--- src/hw/issp_pkg.sv ---
package issp_pkg;

    // Register addresses, low 16 bits of the I/O address
    localparam logic [15:0] ADDR_PORT_C = 16'h0844;
    localparam logic [15:0] ADDR_PORT_B = 16'h0845;
    localparam logic [15:0] ADDR_PORT_A = 16'h0846;
    localparam logic [15:0] ADDR_CONTROL = 16'h0847;
    localparam logic [15:0] ADDR_SEM_ONE = 16'h1004;
    localparam logic [15:0] ADDR_SEM_TWO = 16'h1005;
    localparam logic [15:0] ADDR_SLOT = 16'h1006;

    // Field positions
    localparam int SEM_LOCK_BIT = 7;
    localparam int PORTA_FAULT_BIT = 6;
    localparam int PORTB_ABORT_BIT = 7;
    localparam int PORTC_TYPE_LO = 2;
    localparam int SLOT_PARITY_BIT = 5;

    // Reset values and the value read from unmapped addresses
    localparam logic [7:0] SEM_RESET = 8'h00;
    localparam logic [7:0] PORT_A_RESET = 8'h00;
    localparam logic [7:0] CONTROL_RESET = 8'h00;
    localparam logic [7:0] UNMAPPED_READ = 8'hff;

    // One register access from a bus side
    typedef struct packed {
        logic rd;
        logic wr;
        logic [15:0] addr;
        logic [7:0] wdata;
    } issp_req_t;

    // Backplane and front panel inputs
    typedef struct packed {
        logic [4:0] slot_n;
        logic slot_parity_n;
        logic abort_n;
        logic [1:0] base_type;
    } issp_pins_t;

    // All state of the block
    typedef struct packed {
        logic [7:0] sem_one;
        logic [7:0] sem_two;
        logic [7:0] port_a;
        logic [7:0] control;
        logic [7:0] isa_rdata;
        logic [7:0] vme_rdata;
    } issp_state_t;

endpackage : issp_pkg

--- src/hw/issp_regs.sv ---
`timescale 1ns/1ns
`default_nettype none
module issp_regs (
    input wire logic mclk,
    input wire logic rstn,
    input wire issp_pkg::issp_req_t isa_req,
    output logic [7:0] isa_rdata,
    input wire issp_pkg::issp_req_t vme_req,
    output logic [7:0] vme_rdata,
    input wire issp_pkg::issp_pins_t pins,
    output logic fault_led
);
    import issp_pkg::*;

    issp_state_t state_reg;
    issp_state_t state_next;

    // Semaphore update with lock-bit protection
    function automatic logic [7:0] sem_write(input logic [7:0] cur, input logic [7:0] val);
        if (cur[SEM_LOCK_BIT] && val[SEM_LOCK_BIT]) begin
            return cur;
        end
        return val;
    endfunction : sem_write

    // Read decode shared by both bus sides
    function automatic logic [7:0] read_mux(input issp_state_t s, input logic [15:0] a, input issp_pins_t p);
        logic [7:0] d;
        d = UNMAPPED_READ;
        if (a == ADDR_SEM_ONE) begin
            d = s.sem_one;
        end else if (a == ADDR_SEM_TWO) begin
            d = s.sem_two;
        end else if (a == ADDR_SLOT) begin
            d = {2'b00, p.slot_parity_n, p.slot_n};
        end else if (a == ADDR_PORT_C) begin
            d = 8'h00;
            d[PORTC_TYPE_LO +: 2] = p.base_type;
        end else if (a == ADDR_PORT_B) begin
            d = 8'h00;
            d[PORTB_ABORT_BIT] = p.abort_n;
        end else if (a == ADDR_PORT_A) begin
            d = 8'h00;
            d[PORTA_FAULT_BIT] = s.port_a[PORTA_FAULT_BIT];
        end else if (a == ADDR_CONTROL) begin
            d = s.control;
        end
        return d;
    endfunction : read_mux

    // Next state; ISA write applied first, then VME, so VME wins a same-cycle tie unless both set the lock bit,
    // when a free semaphore takes ISA's write and a held one keeps its value
    always_comb begin
        state_next = state_reg;
        if (isa_req.rd) begin
            state_next.isa_rdata = read_mux(state_reg, isa_req.addr, pins);
        end
        if (vme_req.rd) begin
            state_next.vme_rdata = read_mux(state_reg, vme_req.addr, pins);
        end
        if (isa_req.wr) begin
            if (isa_req.addr == ADDR_SEM_ONE) begin
                state_next.sem_one = sem_write(state_next.sem_one, isa_req.wdata);
            end else if (isa_req.addr == ADDR_SEM_TWO) begin
                state_next.sem_two = sem_write(state_next.sem_two, isa_req.wdata);
            end else if (isa_req.addr == ADDR_PORT_A) begin
                state_next.port_a = isa_req.wdata;
            end else if (isa_req.addr == ADDR_CONTROL) begin
                state_next.control = isa_req.wdata;
            end
        end
        if (vme_req.wr) begin
            if (vme_req.addr == ADDR_SEM_ONE) begin
                state_next.sem_one = sem_write(state_next.sem_one, vme_req.wdata);
            end else if (vme_req.addr == ADDR_SEM_TWO) begin
                state_next.sem_two = sem_write(state_next.sem_two, vme_req.wdata);
            end
        end
    end

    // State register; other addresses (DMA, acknowledge) hit nothing
    always_ff @(posedge mclk) begin
        if (!rstn) begin
            state_reg <= '{SEM_RESET, SEM_RESET, PORT_A_RESET, CONTROL_RESET, 8'h00, 8'h00};
        end else begin
            state_reg <= state_next;
        end
    end

    assign isa_rdata = state_reg.isa_rdata;
    assign vme_rdata = state_reg.vme_rdata;
    assign fault_led = state_reg.port_a[PORTA_FAULT_BIT];

    // Local address hits a mapped register; anything else must read as unmapped
    logic isa_hit;
    assign isa_hit = isa_req.addr == ADDR_SEM_ONE || isa_req.addr == ADDR_SEM_TWO || isa_req.addr == ADDR_SLOT
        || isa_req.addr == ADDR_PORT_C || isa_req.addr == ADDR_PORT_B || isa_req.addr == ADDR_PORT_A
        || isa_req.addr == ADDR_CONTROL;
endmodule : issp_regs
`default_nettype wire

--- config.mk ---
export PLATFORM = sky130hd
export DESIGN_NAME = issp_regs
export DESIGN_NICKNAME = d
export VERILOG_FILES = /design/src/hw/issp_pkg.sv /design/src/hw/issp_regs.sv
export SDC_FILE = /design/constraint.sdc
export NUM_CORES = 1
export LEC_CHECK = 0
export BUFFER_PORTS_ARGS = -buffer_cell sky130_fd_sc_hd__buf_4
export CORE_MARGIN = 1.5
export CORE_UTILIZATION = 40
export CTS_CLUSTER_DIAMETER = 120
export CTS_CLUSTER_SIZE = 20
export DETAILED_ROUTE_END_ITERATION = 10
export GPL_ROUTABILITY_DRIVEN = 0
export PLACE_DENSITY_LB_ADDON = 0.08
export SYNTH_ARGS = -nofsm -noshare
export SYNTH_HDL_FRONTEND = slang
export SYNTH_SLANG_ARGS = --single-unit
--- constraint.sdc ---
create_clock -name mclk -period 5.87 [get_ports mclk]
set_clock_uncertainty 0.2 [all_clocks]
set_input_delay 1.761 -clock mclk [delete_from_list [all_inputs] [get_ports mclk]]
set_output_delay 1.761 -clock mclk [all_outputs]
set_load 0.05 [all_outputs]
==> flow_metrics.py, run 1 <==
metrics = {
    "run_status": {
        "status": "completed",
    },
    "timing": {
        "grt_setup_unrepaired": "no",
        "hold_violations": 0,
        "finalSetupViolCount": 0,
        "fin_hold_ws_ns": 0.2705,
        "maxSlewViolCount": 0,
        "period_share_pct": 64.77,
        "setup_tns_ns": 0,
        "fmax_mhz": 263.0,
        "post-route-min-period_ns": 3.802,
        "worst_slew_pin_slew_ns": 0.9034,
        "slew_headroom_pct": 39.40,
    },
    "routing": {
        "via_per_inst": 5.926,
        "drc": 0,
        "drt-total-wl_mm": 8.197,
        "vias": 2708,
        "drtIter0Drc": 157,
        "first_pass_iters": 5,
        "routedWlPerCell_um": 17.94,
        "antenna_left": 0,
    },
    "cts": {
        "clk_path_buf_depth": 2,
        "post_cts_buffers": 0,
        "root_buffer": "clkbuf_8",
        "cts.sink_count": 41,
        "clk-insertion-delay-late_ns": 0.29,
        "cts_tree": "done",
        "cts_buffers": 5,
        "clk_pin_slew_ns": 0.08,
        "cts_resized": 0,
        "hold_buffers": 0,
        "cts_max_level": 2,
    },
    "hold_path": {
        "hold_class": "flip-flop to flip-flop",
        "hold_depth": 2,
    },
    "setup_path": {
        "path_cells": "buf_4 -> nor4_1 -> and4bb_1 -> o2111ai_4 -> or2_1 -> a211oi_2",
        "crit_path_top_delay_cell": "and4bb_1",
        "reg2reg_depth": 4,
        "crit_path_end_kind": "flip-flop",
        "cp-start-kind": "primary input",
        "critPathArrivalTime_ns": 3.80,
        "crit_fanout": 10,
        "crit_type": "primary input to flip-flop",
        "cpPeakStageDelay_ns": 0.55,
        "cp_data_required_time_ns": 5.87,
    },
    "synth": {
        "synthXorXnorAreaFrac_pct": 0,
        "synth_top_family_by_area": "compound AO/OA/AOI/OAI gates",
        "synth_edf_count": 0,
        "ys_warn_count": 0,
        "synth.area.mux_share_pct": 9.986,
        "synth_nets": 391,
        "yosys-top-cells-area": "dfxtp_1, mux2i_1, a21oi_1",
        "ys_seq_area_share_pct": 29.64,
        "synthAdderAreaFrac_pct": 0,
        "netlist_area_mm2": 0.002769,
        "synth.avg_cell_area_um2": 8.442,
        "ys_top_cells_by_count": "dfxtp_1, a21oi_1, mux2i_1",
        "ys_types": 58,
        "yosysMostFrequentCell": "dfxtp_1",
        "ys.flop_type": "dfxtp_1",
        "syn_inst": 328,
        "yosys.area_share.simple_pct": 21.92,
        "synth-compound-area-share_pct": 29.55,
        "ys_ff_latch": 41,
        "async_flop_share_pct": 0,
        "synth.largest_area_cell": "dfxtp_1",
        "synthDominantCellAreaShare_pct": 29.64,
    },
    "layout": {
        "multi_input_area_mm2": 0.001702,
        "fillers": 660,
        "layout-drive-gt1-share_pct": 27.06,
        "fin_nets": 440,
        "largest_reg_flops": 24,
        "syn2layout_area_growth_pct": 20.83,
        "antennaDiodeCount": 0,
        "regArea_um2": 820.8,
    },
    "placed_design": {
        "hpwl_mm": 6.315,
        "port_buffers": 79,
    },
    "power": {
        "clockPowerShare_pct": 34.8,
        "p_int_mw": 0.4627,
        "seq_power_share_pct": 45.0,
        "combPwrFrac_pct": 20.2,
        "ir_drop_mv": 0.09967,
        "powerDensity_mw_per_mm2": 192.7,
        "swShare_pct": 28.24,
        "p_leak_nw": 1.277,
        "power_switching_mw": 0.1821,
    },
    "floorplan": {
        "start_util_pct": 40.98,
        "dieArea_mm2": 0.007430,
        "die_x_um": 86.20,
        "die_h_um": 86.20,
        "core_area_mm2": 0.006756,
        "ios": 80,
        "rows": 30,
    },
    "global_route": {
        "grtUsageMet2_pct": 35.93,
        "grt_max_degree": 27,
        "grt_pass1_wl_mm": 12.58,
        "antenna_found_initial": 0,
        "use_met3_pct": 4.095,
        "grt_pass1_vias": 2469,
        "grt_busiest_layer": "met2",
        "overflow": 0,
        "grt_util_all_layers_pct": 21.71,
        "met1_usage_pct": 29.49,
    },
    "job": {
        "cap_violations": 0,
    },
}
==> critical path, delay by kind of cell <==
| family | cells | cell delay, ns |
|---|---|---|
| compound gates | 2 | 0.49 |
| buf+inv | 1 | 0.11 |
| simple gates | 3 | 1.44 |
==> power by group through the flow <==
stage	Clock [mW]	Combinational, mW	Sequential (mW)
floorplan	0	0.0785	0.295
global placement	0	0.128	0.297
detailed placement	0	0.129	0.297
CTS	0.229	0.129	0.290
global route	0.238	0.138	0.291
finish	0.225	0.130	0.290
==> per-stage QoR <==
stage	worst slack (ns)	cells	power [mW]	instance area (µm²)	utilization, %
after CTS	2.062	457	0.6487	3346	49.52
final	2.068	457	0.6448	3346	49.52
after detailed placement	1.750	450	0.4258	3242	47.98
after floorplan	2.227	328	0.3737	2769	-
after global routing	1.898	457	0.6668	3346	49.52
after global placement	1.757	450	0.4250	3242	47.98
==> layout by cell type (no fill, tap or decap), drive strengths merged, types with 3 or more instances in the layout <==
cell type / n
o21ai: 20
o2bb2ai: 5
o221ai: 7
inv: 6
nor2b: 5
o2111ai: 7
nand4: 8
mux2i: 25
clkbuf: 5
nor2: 14
nand2: 23
a21oi: 38
a211oi: 11
a21o: 4
and2: 3
buf: 79
dfxtp: 41
nand3: 7
o31ai: 7
nand2b: 10
nor4: 3
nor3: 8
a221o: 3
nor3b: 3
or3: 3
==> worst paths after layout <==
kind	end	start	slack, ns
worst min-delay path	isa_rdata[2]	isa_rdata[2]	0.27
worst min register to register	isa_rdata[2]	isa_rdata[2]	0.27
worst max register to register	state_reg[35]	state_reg[39]	4.19
worst max-delay path	state_reg[46]	vme_req[21]	2.07
==> kinds of logic (layout without fill, tap and decap cells) <==
kind of cell	count (synthesis)	after routing
and+or+nand+nor	102	102
muxes	27	27
AOI/OAI and AO/OA	114	114
buffers and inverters	44	93
DFF	41	41
==> layout make-up <==
class / instances / share of cell area [%]
multi-input cells: 243 / 50.86
clock inverters: 2 / 1.047
flip-flops and latches: 41 / 24.53
repair buffers: 79 / 17.73
clock buffers: 5 / 2.057
inverters: 7 / 0.7853
well taps: 80 / 2.992
==> routing by layer <==
metal	part of all wire, %	routed length, µm
met5	0	0
met4	0.60	49
met3	8.2	671
met2	46	3769
met1	45	3707
(Power assumes the default switching activity.)
==> run 2: changes to the inputs <==
==> constraint.sdc (replaced) <==
create_clock -name mclk -period 3.65 [get_ports mclk]
set_clock_uncertainty 0.2 [all_clocks]
set_input_delay 1.095 -clock mclk [delete_from_list [all_inputs] [get_ports mclk]]
set_output_delay 1.095 -clock mclk [all_outputs]
set_load 0.05 [all_outputs]
==> flow_metrics.py, run 2 (synthesized netlist as in run 1, its figures left out) <==
metrics = {
    "global_route": {
        "grt_pass1_wl_mm": 12.88,
        "grt_util_all_layers_pct": 22.31,
        "overflow": 0,
        "grt_max_degree": 19,
        "grt_pass1_vias": 2496,
        "antenna_found_initial": 0,
    },
    "cts": {
        "root_buffer": "clkbuf_8",
        "cts.sink_count": 41,
        "cts_resized": 0,
        "cts_tree": "done",
        "cts_buffers": 5,
        "clk_path_buf_depth": 2,
        "post_cts_buffers": 0,
        "clk-insertion-delay-late_ns": 0.31,
        "clk_pin_slew_ns": 0.09,
        "cts_max_level": 2,
        "hold_buffers": 0,
    },
    "job": {
        "cap_violations": 0,
    },
    "routing": {
        "drtIter0Drc": 171,
        "antenna_left": 0,
        "drt-total-wl_mm": 8.331,
        "routedWlPerCell_um": 17.92,
        "vias": 2738,
        "drc": 0,
        "first_pass_iters": 4,
        "via_per_inst": 5.888,
    },
    "setup_path": {
        "cp-start-kind": "primary input",
        "cp_data_required_time_ns": 3.67,
        "crit_fanout": 8,
        "crit_type": "primary input to flip-flop",
        "crit_path_end_kind": "flip-flop",
        "critPathArrivalTime_ns": 3.07,
    },
    "floorplan": {
        "dieArea_mm2": 0.007430,
        "die_x_um": 86.20,
        "start_util_pct": 40.98,
        "core_area_mm2": 0.006756,
        "ios": 80,
        "rows": 30,
        "die_h_um": 86.20,
    },
    "timing": {
        "setup_tns_ns": 0,
        "maxSlewViolCount": 0,
        "finalWorstSetupSlack_ns": 0.6001,
        "slew_headroom_pct": 61.75,
        "post-route-min-period_ns": 3.050,
        "period_share_pct": 83.56,
        "finalSetupViolCount": 0,
        "grt_setup_unrepaired": "no",
        "hold_violations": 0,
        "worst_slew_pin_slew_ns": 0.5725,
        "fmax_mhz": 327.9,
    },
    "layout": {
        "mostFrequentLayoutCell": "buf_4",
        "fillers": 693,
        "syn2layout_area_growth_pct": 23.14,
        "antennaDiodeCount": 0,
        "layout-drive-gt1-share_pct": 28.57,
        "largest_reg_flops": 24,
        "most-common-layout-cells": "buf_4, dfxtp_1, a21oi_1",
        "fin_nets": 447,
    },
    "placed_design": {
        "pre_cts_ws_ns": 0.3186,
        "hpwl_mm": 6.440,
        "port_buffers": 79,
    },
    "hold_path": {
        "hold_class": "flip-flop to flip-flop",
    },
    "power": {
        "powerDensity_mw_per_mm2": 312.1,
        "p_leak_nw": 1.312,
        "ir_drop_mv": 0.1941,
    },
    "run_status": {
        "status": "completed",
    },
}
## run 2: cell types whose count changed in the layout (fill, tap and decap cells not counted), sizes merged
| cell | before | now |
|---|---|---|
| clkinvlp | 0 | 1 |
| buf | 79 | 86 |
## run 2: path summary, 6_finish.rpt
check | from | to | slack, ns | cells past startpoint
worst max-delay path | isa_req[14] | state_reg[46] | 0.60 | 6
worst min register to register | isa_rdata[4] | isa_rdata[4] | 0.27 | 2
worst max register to register | state_reg[47] | state_reg[42] | 2.02 | 3
worst min-delay path | isa_rdata[4] | isa_rdata[4] | 0.27 | 2
## run 2: layout make-up
| cell class | count | area [µm²] | area share, % |
|---|---|---|---|
| Inverter | 7 | 26.28 | 0.7706 |
| Clock inverter | 3 | 46.29 | 1.358 |
| Clock buffer | 5 | 68.82 | 2.018 |
| Multi-Input combinational cell | 243 | 1702 | 49.91 |
| Tap cell | 80 | 100.1 | 2.936 |
| Sequential cell | 41 | 820.8 | 24.07 |
| Timing Repair Buffer | 86 | 645.6 | 18.94 |
## run 2: stage by stage
stage,cells,hold WS [ns],util [%],power (mW),instance area (µm²)
global placement,457,0.2561,48.76,0.6855,3294
finish,465,0.2689,50.46,1.064,3410
global route,465,0.2922,50.46,1.100,3410
CTS,465,0.2730,50.46,1.069,3410
floorplan,328,0.2456,-,0.6010,2769
detailed placement,457,0.2589,48.76,0.6862,3294
## run 2: critical path, cell delays in order
cell	delay, ns
buf_4	0.12
nor3b_1	0.50
nand4_2	0.32
o211a_1	0.41
or2_1	0.38
a211oi_2	0.25
## run 2: layer usage
layer  share of wire (%)  track usage (%)  vias to the layer above
li1                    -                -                     1342
met3                 6.8            3.905                       12
met1                  47            31.63                     1267
met2                  44            35.00                      117
met4                 1.2            6.158                        0
met5                   0                0                        -
## run 2: report_power, final
part | total, mW | internal, mW | switching (mW)
Clock | 0.387 | 0.205 | 0.182
Combinational | 0.210 | 0.0870 | 0.123
Sequential | 0.467 | 0.459 | 0.00752
Total | 1.06 | 0.751 | 0.313
